==> config.mk <==
export PLATFORM = sky130hd
export DESIGN_NAME = ccas_top
export DESIGN_NICKNAME = d
export VERILOG_FILES = /design/src/hw/ccas_pkg.sv /design/src/hw/ccas_top.sv
export VERILOG_INCLUDE_DIRS = /design/src /design/src/hw
export SDC_FILE = /design/constraint.sdc
export NUM_CORES = 1
export LEC_CHECK = 0
export ABC_AREA = 1
export BUFFER_PORTS_ARGS = -buffer_cell sky130_fd_sc_hd__buf_2
export CELL_PAD_IN_SITES_DETAIL_PLACEMENT = 2
export CELL_PAD_IN_SITES_GLOBAL_PLACEMENT = 2
export CORE_UTILIZATION = 37
export CTS_CLUSTER_DIAMETER = 80
export DETAILED_ROUTE_END_ITERATION = 12
export GPL_TIMING_DRIVEN = 1
export PLACE_DENSITY = 0.89
export SLEW_MARGIN = 0
export SYNTH_ARGS = -nofsm -noshare
export SYNTH_HDL_FRONTEND = slang
export SYNTH_SLANG_ARGS = --single-unit
export TNS_END_PERCENT = 10
==> constraint.sdc <==
create_clock -name hclk -period 7.64 [get_ports hclk]
set_input_delay 0 -clock hclk [delete_from_list [all_inputs] [get_ports hclk]]
set_output_delay 0 -clock hclk [all_outputs]
set_load 0.01 [all_outputs]
==> src/hw/ccas_params.svh <==
`ifndef CCAS_PARAMS_SVH
`define CCAS_PARAMS_SVH

// ==========================================
// Timing
`define CCAS_CLK_NS 10
`define CCAS_TICK_NS 3906250
`define CCAS_SWT_NS 10000000

// ==========================================
// Register byte addresses
`define CCAS_A_CTL 8'h00
`define CCAS_A_ALS 8'h04
`define CCAS_A_ALHM 8'h08
`define CCAS_A_SW 8'h0C
`define CCAS_A_SEC 8'h10
`define CCAS_A_HM 8'h14

// ==========================================
// Bit positions and fields
`define CCAS_B_TRMB 15
`define CCAS_B_BSY 6
`define CCAS_B_HLD 5
`define CCAS_B_FMT 4
`define CCAS_B_ADJ 2
`define CCAS_B_RST 1
`define CCAS_B_RUN 0
`define CCAS_B_CLR 4
`define CCAS_B_GO 0
`define CCAS_B_PM 14
`define CCAS_F_HI 14:12
`define CCAS_F_LO 11:8
`define CCAS_F_HT 13:12
`define CCAS_F_MT 6:4
`define CCAS_F_MU 3:0
`define CCAS_F_SWT 15:12
`define CCAS_F_TAP 7:0

// ==========================================
// Values
`define CCAS_HT_RST 2'h1
`define CCAS_HU_RST 4'h2
`define CCAS_ADJ_MIN 3'h3
`define CCAS_DIV_TOP 8'hFF
`define CCAS_D9 4'h9
`define CCAS_D5 3'h5
`define CCAS_TEN 6'h0A
`define CCAS_H23 6'h17
`define CCAS_H11 6'h0B
`define CCAS_H12 6'h0C
`define CCAS_HSIZE_W 3'h2

`endif

==> src/hw/ccas_pkg.sv <==
`default_nettype none
package ccas_pkg;

	typedef enum logic {CCAS_BUS_IDLE, CCAS_BUS_DATA} ccas_bus_t;

	typedef struct packed {
		ccas_bus_t bus;
		logic [7:0] addr;
		logic wr;
		logic rdy;
		logic [31:0] rdata;
		logic [19:0] pre;
		logic [19:0] swpre;
		logic [7:0] div;
		logic hold;
		logic fmt;
		logic adj;
		logic rst;
		logic run;
		logic busy;
		logic pend;
		logic [2:0] st;
		logic [3:0] su;
		logic [2:0] mt;
		logic [3:0] mu;
		logic pm;
		logic [1:0] ht;
		logic [3:0] hu;
		logic [2:0] ast;
		logic [3:0] asu;
		logic apm;
		logic [1:0] aht;
		logic [3:0] ahu;
		logic [2:0] amt;
		logic [3:0] amu;
		logic [3:0] swt;
		logic [3:0] swh;
		logic swgo;
		logic stopwatch_go;
		logic match;
	} ccas_state_t;

endpackage
`default_nettype wire

==> src/hw/ccas_top.sv <==
`timescale 1ns/1ns
`default_nettype none
`include "ccas_params.svh"

//
// Summary of operation
// - Hold set suspends time counting; clearing it resumes at once.
// - While trim busy, hold stays 0 and writes of 1 are ignored.
// - Format 1 gives 24-hour range, 0 gives 12-hour; hour not rewritten.
// - Adjust 1 starts half-minute correction unless written while busy, reads 1, self-clears within 2/256 s.
// - Subsecond reset clears divider, adjust and hold, then self-clears.
// - Run 1 counts, 0 stops keeping value; run again continues.
// - Second alarm: tens in 14-12, units in 11-8, others zero.
// - Alarm PM bit 14 compared only in 12-hour mode.
// - Alarm hour: tens in 13-12, units in 11-8.
// - Alarm minute: tens in 6-4, units in 3-0.
// - Stopwatch tenths in 15-12, hundredths in 11-8, read-only, reset 0.
// - Stopwatch clear zeroes the count and always reads 0.
// - Stopwatch go starts or stops; stop lands on next stopwatch clock.
// - Second counter: tens 14-12, units 11-8, read/write, reset 0.
// - Second register bits 7-0 are divider taps, cleared by subsecond reset.
// - PM bit forced 0 in 24-hour mode, cleared at next hour step.
// - Hour counter BCD tens and units, resets to 12.
// - Minute counter: tens 6-4, units 3-0, read/write, reset 0.
// - Busy reads 1 for 1/256 s after any count step or correction.
// - Half-minute correction clears seconds, adds a minute from 30 up.
// - Missed seconds during hold give exactly one second after release.
module ccas_top
	import ccas_pkg::*;
#(
	parameter int unsigned TICK_CYC = `CCAS_TICK_NS / `CCAS_CLK_NS,
	parameter int unsigned SW_CYC = `CCAS_SWT_NS / `CCAS_CLK_NS
) (
	input wire logic hclk,
	input wire logic hresetn,
	input wire logic hsel,
	input wire logic [31:0] haddr,
	input wire logic [1:0] htrans,
	input wire logic hwrite,
	input wire logic [2:0] hsize,
	input wire logic [31:0] hwdata,
	input wire logic hready,
	input wire logic trim_busy,
	output logic [31:0] hrdata,
	output logic hreadyout,
	output logic hresp,
	output logic alarm_match
);

	// ==========================================
	// State
	localparam logic [19:0] TICK_LAST = 20'(TICK_CYC - 1);
	localparam logic [19:0] SW_LAST = 20'(SW_CYC - 1);
	localparam ccas_state_t S_RST = '{
		bus: CCAS_BUS_IDLE,
		rdy: 1'b1,
		ht: `CCAS_HT_RST,
		hu: `CCAS_HU_RST,
		default: '0
	};

	ccas_state_t q;
	ccas_state_t d;
	logic tick;
	logic swtick;
	logic sec_evt;
	logic wr_now;
	logic do_up;
	logic do_adj;
	logic min_up;
	logic hr_up;
	logic [15:0] rv;

	// ==========================================
	// BCD helpers
	function automatic logic [7:0] inc60(input logic [2:0] t, input logic [3:0] u);
		if (u < `CCAS_D9) begin
			return {1'b0, t, u + 4'h1};
		end
		if (t < `CCAS_D5) begin
			return {1'b0, t + 3'h1, 4'h0};
		end
		return 8'h80;
	endfunction

	function automatic logic [6:0] hour_inc(input logic f, input logic p,
		input logic [1:0] t, input logic [3:0] u);
		logic [5:0] h;
		logic [1:0] nt;
		logic np;
		h = 6'(t) * `CCAS_TEN + 6'(u);
		np = p;
		nt = 2'h0;
		if (f) begin
			np = 1'b0;
			h = (h >= `CCAS_H23) ? 6'h00 : h + 6'h01;
		end else if (h == `CCAS_H11) begin
			h = `CCAS_H12;
			np = !p;
		end else if (h >= `CCAS_H12 || h == 6'h00) begin
			h = 6'h01;
		end else begin
			h = h + 6'h01;
		end
		if (h >= `CCAS_TEN) begin
			h = h - `CCAS_TEN;
			nt = 2'h1;
		end
		if (h >= `CCAS_TEN) begin
			h = h - `CCAS_TEN;
			nt = 2'h2;
		end
		return {np, nt, h[3:0]};
	endfunction

	// ==========================================
	// Next state
	always_comb begin
		d = q;
		tick = q.pre == TICK_LAST;
		swtick = q.swpre == SW_LAST;
		sec_evt = tick && q.run && q.div == `CCAS_DIV_TOP;
		wr_now = q.bus == CCAS_BUS_DATA && q.wr;
		do_up = 1'b0;
		do_adj = 1'b0;
		min_up = 1'b0;
		hr_up = 1'b0;
		d.pre = tick ? 20'h00000 : q.pre + 20'h00001;
		d.swpre = swtick ? 20'h00000 : q.swpre + 20'h00001;

		if (tick) begin
			d.div = q.div + 8'h01;
			d.busy = 1'b0;
			if (q.busy && q.adj) begin
				d.adj = 1'b0;
			end
			if (sec_evt && (q.hold || q.busy || q.adj)) begin
				d.pend = 1'b1;
			end
			if (!q.busy && q.adj) begin
				do_adj = 1'b1;
			end else if (!q.busy && !q.hold && (sec_evt || q.pend)) begin
				do_up = 1'b1;
				d.pend = 1'b0;
			end
		end

		if (do_up) begin
			{min_up, d.st, d.su} = inc60(q.st, q.su);
		end
		if (do_adj) begin
			d.st = 3'h0;
			d.su = 4'h0;
			min_up = q.st >= `CCAS_ADJ_MIN;
		end
		if (min_up) begin
			{hr_up, d.mt, d.mu} = inc60(q.mt, q.mu);
		end
		if (hr_up) begin
			{d.pm, d.ht, d.hu} = hour_inc(q.fmt, q.pm, q.ht, q.hu);
		end
		if (do_up || do_adj) begin
			d.busy = 1'b1;
		end

		if (q.rst) begin
			d.div = 8'h00;
			d.pre = 20'h00000;
			d.adj = 1'b0;
			d.hold = 1'b0;
			d.rst = 1'b0;
		end

		if (swtick) begin
			d.stopwatch_go = q.swgo;
			if (q.stopwatch_go) begin
				if (q.swh < `CCAS_D9) begin
					d.swh = q.swh + 4'h1;
				end else begin
					d.swh = 4'h0;
					d.swt = (q.swt < `CCAS_D9) ? q.swt + 4'h1 : 4'h0;
				end
			end
		end

		d.match = q.st == q.ast && q.su == q.asu && q.mt == q.amt && q.mu == q.amu
			&& q.ht == q.aht && q.hu == q.ahu && (q.fmt || q.pm == q.apm);

		rv = 16'h0000;
		unique case (q.addr)
			`CCAS_A_CTL: begin
				rv[`CCAS_B_TRMB] = trim_busy;
				rv[`CCAS_B_BSY] = q.busy;
				rv[`CCAS_B_HLD] = q.hold;
				rv[`CCAS_B_FMT] = q.fmt;
				rv[`CCAS_B_ADJ] = q.adj;
				rv[`CCAS_B_RST] = q.rst;
				rv[`CCAS_B_RUN] = q.run;
			end
			`CCAS_A_ALS: begin
				rv[`CCAS_F_HI] = q.ast;
				rv[`CCAS_F_LO] = q.asu;
			end
			`CCAS_A_ALHM: begin
				rv[`CCAS_B_PM] = q.apm;
				rv[`CCAS_F_HT] = q.aht;
				rv[`CCAS_F_LO] = q.ahu;
				rv[`CCAS_F_MT] = q.amt;
				rv[`CCAS_F_MU] = q.amu;
			end
			`CCAS_A_SW: begin
				rv[`CCAS_F_SWT] = q.swt;
				rv[`CCAS_F_LO] = q.swh;
				rv[`CCAS_B_GO] = q.swgo;
			end
			`CCAS_A_SEC: begin
				rv[`CCAS_F_HI] = q.st;
				rv[`CCAS_F_LO] = q.su;
				rv[`CCAS_F_TAP] = q.div;
			end
			`CCAS_A_HM: begin
				rv[`CCAS_B_PM] = q.pm;
				rv[`CCAS_F_HT] = q.ht;
				rv[`CCAS_F_LO] = q.hu;
				rv[`CCAS_F_MT] = q.mt;
				rv[`CCAS_F_MU] = q.mu;
			end
			default: begin
				rv = 16'h0000;
			end
		endcase

		// ==========================================
		// Bus slave, one wait state per transfer
		d.rdy = 1'b1;
		d.bus = CCAS_BUS_IDLE;
		if (q.bus == CCAS_BUS_DATA) begin
			if (!q.wr) begin
				d.rdata = {16'h0000, rv};
			end else begin
				unique case (q.addr)
					`CCAS_A_CTL: begin
						d.hold = hwdata[`CCAS_B_HLD];
						d.fmt = hwdata[`CCAS_B_FMT];
						d.run = hwdata[`CCAS_B_RUN];
						if (hwdata[`CCAS_B_ADJ]) begin
							d.adj = 1'b1;
						end
						if (hwdata[`CCAS_B_RST]) begin
							d.rst = 1'b1;
						end
					end
					`CCAS_A_ALS: begin
						d.ast = hwdata[`CCAS_F_HI];
						d.asu = hwdata[`CCAS_F_LO];
					end
					`CCAS_A_ALHM: begin
						d.apm = hwdata[`CCAS_B_PM];
						d.aht = hwdata[`CCAS_F_HT];
						d.ahu = hwdata[`CCAS_F_LO];
						d.amt = hwdata[`CCAS_F_MT];
						d.amu = hwdata[`CCAS_F_MU];
					end
					`CCAS_A_SW: begin
						if (hwdata[`CCAS_B_CLR]) begin
							d.swt = 4'h0;
							d.swh = 4'h0;
						end
						d.swgo = hwdata[`CCAS_B_GO];
					end
					`CCAS_A_SEC: begin
						d.st = hwdata[`CCAS_F_HI];
						d.su = hwdata[`CCAS_F_LO];
					end
					`CCAS_A_HM: begin
						d.pm = hwdata[`CCAS_B_PM] && !q.fmt;
						d.ht = hwdata[`CCAS_F_HT];
						d.hu = hwdata[`CCAS_F_LO];
						d.mt = hwdata[`CCAS_F_MT];
						d.mu = hwdata[`CCAS_F_MU];
					end
					default: begin
						d.rdata = q.rdata;
					end
				endcase
			end
		end else if (hsel && hready && htrans[1]) begin
			d.bus = CCAS_BUS_DATA;
			d.addr = haddr[7:0];
			d.wr = hwrite && hsize == `CCAS_HSIZE_W;
			d.rdy = 1'b0;
		end

		if (trim_busy) begin
			d.hold = 1'b0;
		end
	end

	always_ff @(posedge hclk or negedge hresetn) begin
		if (!hresetn) begin
			q <= S_RST;
		end else begin
			q <= d;
		end
	end

	assign hrdata = q.rdata;
	assign hreadyout = q.rdy;
	assign hresp = 1'b0;
	assign alarm_match = q.match;
endmodule

`default_nettype wire

* Yosys cells after proc, flatten, opt, wreduce, memory -nomap -nowiden
Cells that the tools add are included.
** Cells by class
- Add/sub/neg operators :: 13
- Multiply operators :: 1
- Magnitude comparators :: 11
- Equality and inequality tests :: 17
- Multiplexer cells :: 83
- Bitwise operators :: 2
- Reduce and logical (&&, ||, !) cells :: 37
** Operators by type and width (number)
- $mux W51 :: 2
- $mux W8 :: 12
- $mux W20 :: 3
- $mux W6 :: 7
- $mux W7 :: 6
- $add A20 B1 Y20 const B :: 2
- $pmux W7 S5 :: 1
- $mux W1 :: 31
- $mux W14 :: 2
- $mux W11 :: 2
- $eq A20 B19 Y1 const B :: 1
- $eq A20 B20 Y1 const B :: 1
- $ge A6 B4 Y1 const B :: 3
- $mux W9 :: 2
- $logic_and A1 B1 Y1 :: 17
- $add A4 B1 Y4 const B :: 4
- $eq A8 B4 Y1 const B :: 2
- $eq A8 B5 Y1 const B :: 2
- $lt A4 B4 Y1 const B :: 4
- $mux W4 :: 4
- $mux W5 :: 3
- $eq A4 B4 Y1 :: 3
- $pmux W3 S4 :: 1
- $reduce_and A3 Y1 :: 4
- 29 further kinds :: 45
** Word-level totals
- Register bits after elaboration :: 135
- Input port bits :: 75
- Output and inout port bits :: 35
- Word-level logic and storage cells :: 198

* Logic depth before layout (Yosys ltp)
- Word-level depth :: 31
- Gate-level depth with buffers :: 22
- Mapped depth without buffers :: 22

* Worst setup path after synthesis
No wires, ideal clock.
- Kind :: flip-flop to flip-flop
- From :: reg q[33] in the netlist's numbering
- To :: reg q[35] in the netlist's numbering
- Setup time :: 0.077 ns
- Arrival :: 2.672 ns
- Required time :: 7.563 ns
- Slack :: 4.891 ns
- Cell stages (with the launch flop) :: 23
- Buffers on the path :: 0
- Clock period less this slack :: 2.749 ns
- Cell sequence :: dfstp_2 > ha_1 > fa_1 > nand2_1 > inv_1 > o21ai_2 > nand3_1 > nand2_1 > nand2_1 > nand2_1 > nand2_1 > inv_1 > nand2_1 > nand2_1 > nand3_1 > nand2_1 > inv_1 > ha_1 > o22ai_1 > nand2_1 > inv_1 > nand2_1 > a21oi_1
** RTL lines
- start, declared :: line ccas_top.sv:62 : ccas_state_t q;
- start signal, assigned :: line ccas_top.sv:301 : q <= S_RST;
- start signal, assigned :: line ccas_top.sv:303 : q <= d;

==> qor.csv <==
stage,metric,value,unit
critical_path,timing.critical_path.required,8.02,ns
pwr,power.total,1.91,mW
critical_path,start_kind,register,
pwr,power.static_leakage,4.58,nW
synthesis,post-synth-top-area-cell,sky130_fd_sc_hd__dfrtp_1,
finish,finalNetCount,1158,
timing,post-route-min-period,3.50,ns
synthesis,synth_async_sr_flop_share,100,%
die,die_area,21800,um^2
synthesis,synthMuxAreaShare,0.287,%
synthesis,synth_adder_area_share,3.61,%
worst_hold_path,worstHoldPathType,primary input to register,
synthesis,synth_top_family_by_area,simple AND/OR/NAND/NOR gates,
clocking,clk_pin_slew_worst_paths,0.06,ns
detailed_routing,drt.antenna.violating_nets,0,
critical_path,timing.critical_path.arrival,3.88,ns
finish,seq_area,3380,um^2
timing,worst_slew_pin_slew,1.09,ns
grt,grt_start_max_net_pins,90,
clocking,clk_latency,0.46,ns
placement,gpl.final_weighted_congestion,0.835,
synthesis,yosys.cell_types.count,56,
run_status,outcome,"finished, final reports clean",
timing,relSlewSlack,26.9,%
placement,estimated_wirelength_of_the_detail_placed_design,19.5,mm
timing,totalNegativeSetupSlack,0,ns
detailed_routing,vias,7552,
placement,placed_area,8230,um^2
grt,grt.overflow.total,0,
synthesis,synth_cells,990,
die,core.rowCount,52,
finish,finalCoreUtilization,44.3,%
clocking,clkSinkCount,135,
detailed_routing,postRouteWirelength,31.4,mm
timing,report.final.setup_viol,0,
synthesis,netlist_area_before_placement,7840,um^2
clocking,cts_root_buf,sky130_fd_sc_hd__clkbuf_16,
placement,numPortBuffers,49,
clocking,cts_tree,done,
die,die_width,148,um
critical_path,timing.critical_path.fanout_max,5,
timing,timing_max_transition_violations_final,0,
detailed_routing,average_via_count_per_standard_cell,5.61,
synthesis,post-synth-top-count-cell,sky130_fd_sc_hd__nand2_1,
detailed_routing,route.detailed.drc,0,
synthesis,sequential_area_share_after_synthesis,43.1,%
clocking,cts-buffers-inserted,17,
synthesis,synth.area.top_cells,"sky130_fd_sc_hd__dfrtp_1 42%, sky130_fd_sc_hd__nand2_1 8.7%, sky130_fd_sc_hd__inv_1 7.5%",
clocking,htree_levels,4,
finish,final_design_area_no_fill,9070,um^2
timing,period_share,45.8,%
timing,unrepaired_setup_endpoints_after_global_routing,false,
job,max_cap_viol_count,0,
detailed_routing,initialDrtViolationCount,454,
synthesis,yosys.area_share.simple,24.0,%
synthesis,number_of_flops_mapped_to_enable_cells_by_yosys,0,
die,initial_core_util,38.3,%
grt,via_count_of_the_first_global_routing_pass,8523,
die,core,20500,um^2
grt,grt_antenna_before_repair,2,
finish,layout-drive-gt1-share,11.9,%
synthesis,synth_warnings,0,
pwr,power.ir.vdd_worst,0.174,mV
synthesis,synth_area_per_inst,7.92,um^2
synthesis,postSynth.topFlopCell,sky130_fd_sc_hd__dfrtp_1,
finish,syn_to_final_growth,15.7,%
critical_path,worst-setup-path-type,register to register,
timing,achievable-frequency,286,MHz
grt,globalRouteTotalUtil,30.0,%
grt,grt_pass1_wl,49.4,mm
synthesis,postSynthRegisterBits,135,
finish,area_used_by_multi_input_combinational_logic,3610,um^2
critical_path,critical_path.endpoint_type,register,
synthesis,synth_compound_gate_area_share,14.8,%
die,boundaryPins,110,
synthesis,synth_top_area_share,42.1,%
timing,hold_violations,0,
clocking,max-clock-path-buffers,2,
die,die_h,148,um
timing,final.setup_skew,0.0155,ns
pwr,power_density,211,nW/um^2
clocking,hold_buffers,28,
detailed_routing,detailedRoute.firstPassIterationCount,5,
clocking,cts.repair.resized,0,
detailed_routing,drt-wirelength-per-cell,23.3,um
synthesis,synth-xor-area-share,2.57,%
finish,num-fill-cells,2317,
synthesis,synth_commonest_cells,"181 x sky130_fd_sc_hd__nand2_1, 157 x sky130_fd_sc_hd__inv_1, 132 x sky130_fd_sc_hd__dfrtp_1",
clocking,post-cts-setup-buffer-count,0,
metrics by stage:
| step | instances | hold WS [ns] | worst slack, ns |
|---|---|---|---|
| 2_1_floorplan | 1006 | -0.296 | 4.89 |
| 3_3_place_gp | 1284 | 0.133 | 4.43 |
| 3_5_place_dp | 1284 | 0.141 | 4.31 |
| 4_1_cts | 1344 | 0.0230 | 4.27 |
| 5_1_grt | 1344 | 0.0604 | 3.83 |
| 6_report | 1345 | 0.00621 | 4.14 |
cells by family (layout without fill, tap and decap cells):
group	count (synthesis)	in the layout
multiplexers	2	2
buffers and inverters	208	276
other	1	18
flip-flops	135	135
XOR/XNOR	23	23
adder cells (fa/ha/maj)	22	22
AO/OA/AOI/OAI	201	201
AND/OR/NAND/NOR	398	398
report_power, final:
group | internal (mW) | switching [mW] | total [mW]
logic | 0.0901 | 0.186 | 0.276
registers | 0.763 | 0.0484 | 0.811
clock network | 0.480 | 0.346 | 0.826
total | 1.33 | 0.581 | 1.91
routing by layer:
metal	global-route usage (%)	vias to the layer above	wire length, um
met5	0	-	13
met2	50.6	259	15500
met3	5.90	97	1680
met1	36.7	3839	13000
met4	14.4	2	1150
li1	-	3355	-
flip-flops by register name (all words and copies together), names as in the netlist:
| signal | flops |
|---|---|
| hrdata | 16 |
| hreadyout | 1 |
| alarm_match | 1 |
| q | 117 |
layout make-up:
cell class / count / area share, %
Antenna cell: 1 / 0.0276
Multi-Input combinational cell: 663 / 39.8
Sequential cell: 135 / 37.3
Clock inverter: 8 / 0.786
Inverter: 163 / 6.74
Timing Repair Buffer: 81 / 6.19
Tap cell: 270 / 3.72
Clock buffer: 24 / 5.42
final timing paths:
path | start | endpoint | slack (ns) | depth (start not counted)
max in group asynchronous | hresetn | q[96] | 6.28 | 3
min in group asynchronous | hresetn | q[70] | 0.20 | 2
worst min-delay path | hready | hreadyout | 0.006 | 2
worst max register to register | q[33] | q[35] | 4.14 | 22
worst min register to register | q[68] | q[68] | 0.47 | 1
worst max-delay path | q[33] | q[35] | 4.14 | 22
layout by cell type, fill, tap and decap left out, types with 21 or more instances in the layout:
cell                            synthesis  routed
sky130_fd_sc_hd__nand2_1              181     181
sky130_fd_sc_hd__o21ai_0               70      70
sky130_fd_sc_hd__nor2_1                89      89
sky130_fd_sc_hd__o22ai_1               21      21
sky130_fd_sc_hd__inv_1                157     157
sky130_fd_sc_hd__dfrtp_1              132     132
sky130_fd_sc_hd__a21oi_1               64      64
sky130_fd_sc_hd__dlygate4sd3_1          0      28
sky130_fd_sc_hd__ha_1                  21      21
sky130_fd_sc_hd__buf_2                  0      48
sky130_fd_sc_hd__nand3_1               43      43
worst max-delay path, stage by stage, from the launching register on:
cell and delay [ns]:
sky130_fd_sc_hd__dfstp_2 0.41, sky130_fd_sc_hd__ha_1 0.24, sky130_fd_sc_hd__fa_1 0.43, sky130_fd_sc_hd__nand2_1 0.14, sky130_fd_sc_hd__inv_1 0.09, sky130_fd_sc_hd__nor2_1 0.29, sky130_fd_sc_hd__nand2_1 0.10, sky130_fd_sc_hd__nand2_1 0.14
sky130_fd_sc_hd__nand4_1 0.11, sky130_fd_sc_hd__nand2_1 0.08, sky130_fd_sc_hd__nand2_1 0.12, sky130_fd_sc_hd__nand2_1 0.11, sky130_fd_sc_hd__nand2_1 0.10, sky130_fd_sc_hd__nand2_1 0.10, sky130_fd_sc_hd__nand3_1 0.08, sky130_fd_sc_hd__nand2_1 0.11
sky130_fd_sc_hd__inv_1 0.06, sky130_fd_sc_hd__ha_1 0.21, sky130_fd_sc_hd__o22ai_1 0.14, sky130_fd_sc_hd__nand2_1 0.07, sky130_fd_sc_hd__inv_1 0.08, sky130_fd_sc_hd__nand2_1 0.09, sky130_fd_sc_hd__a21oi_1 0.13
No activity file was read; power rests on OpenSTA's default activity.
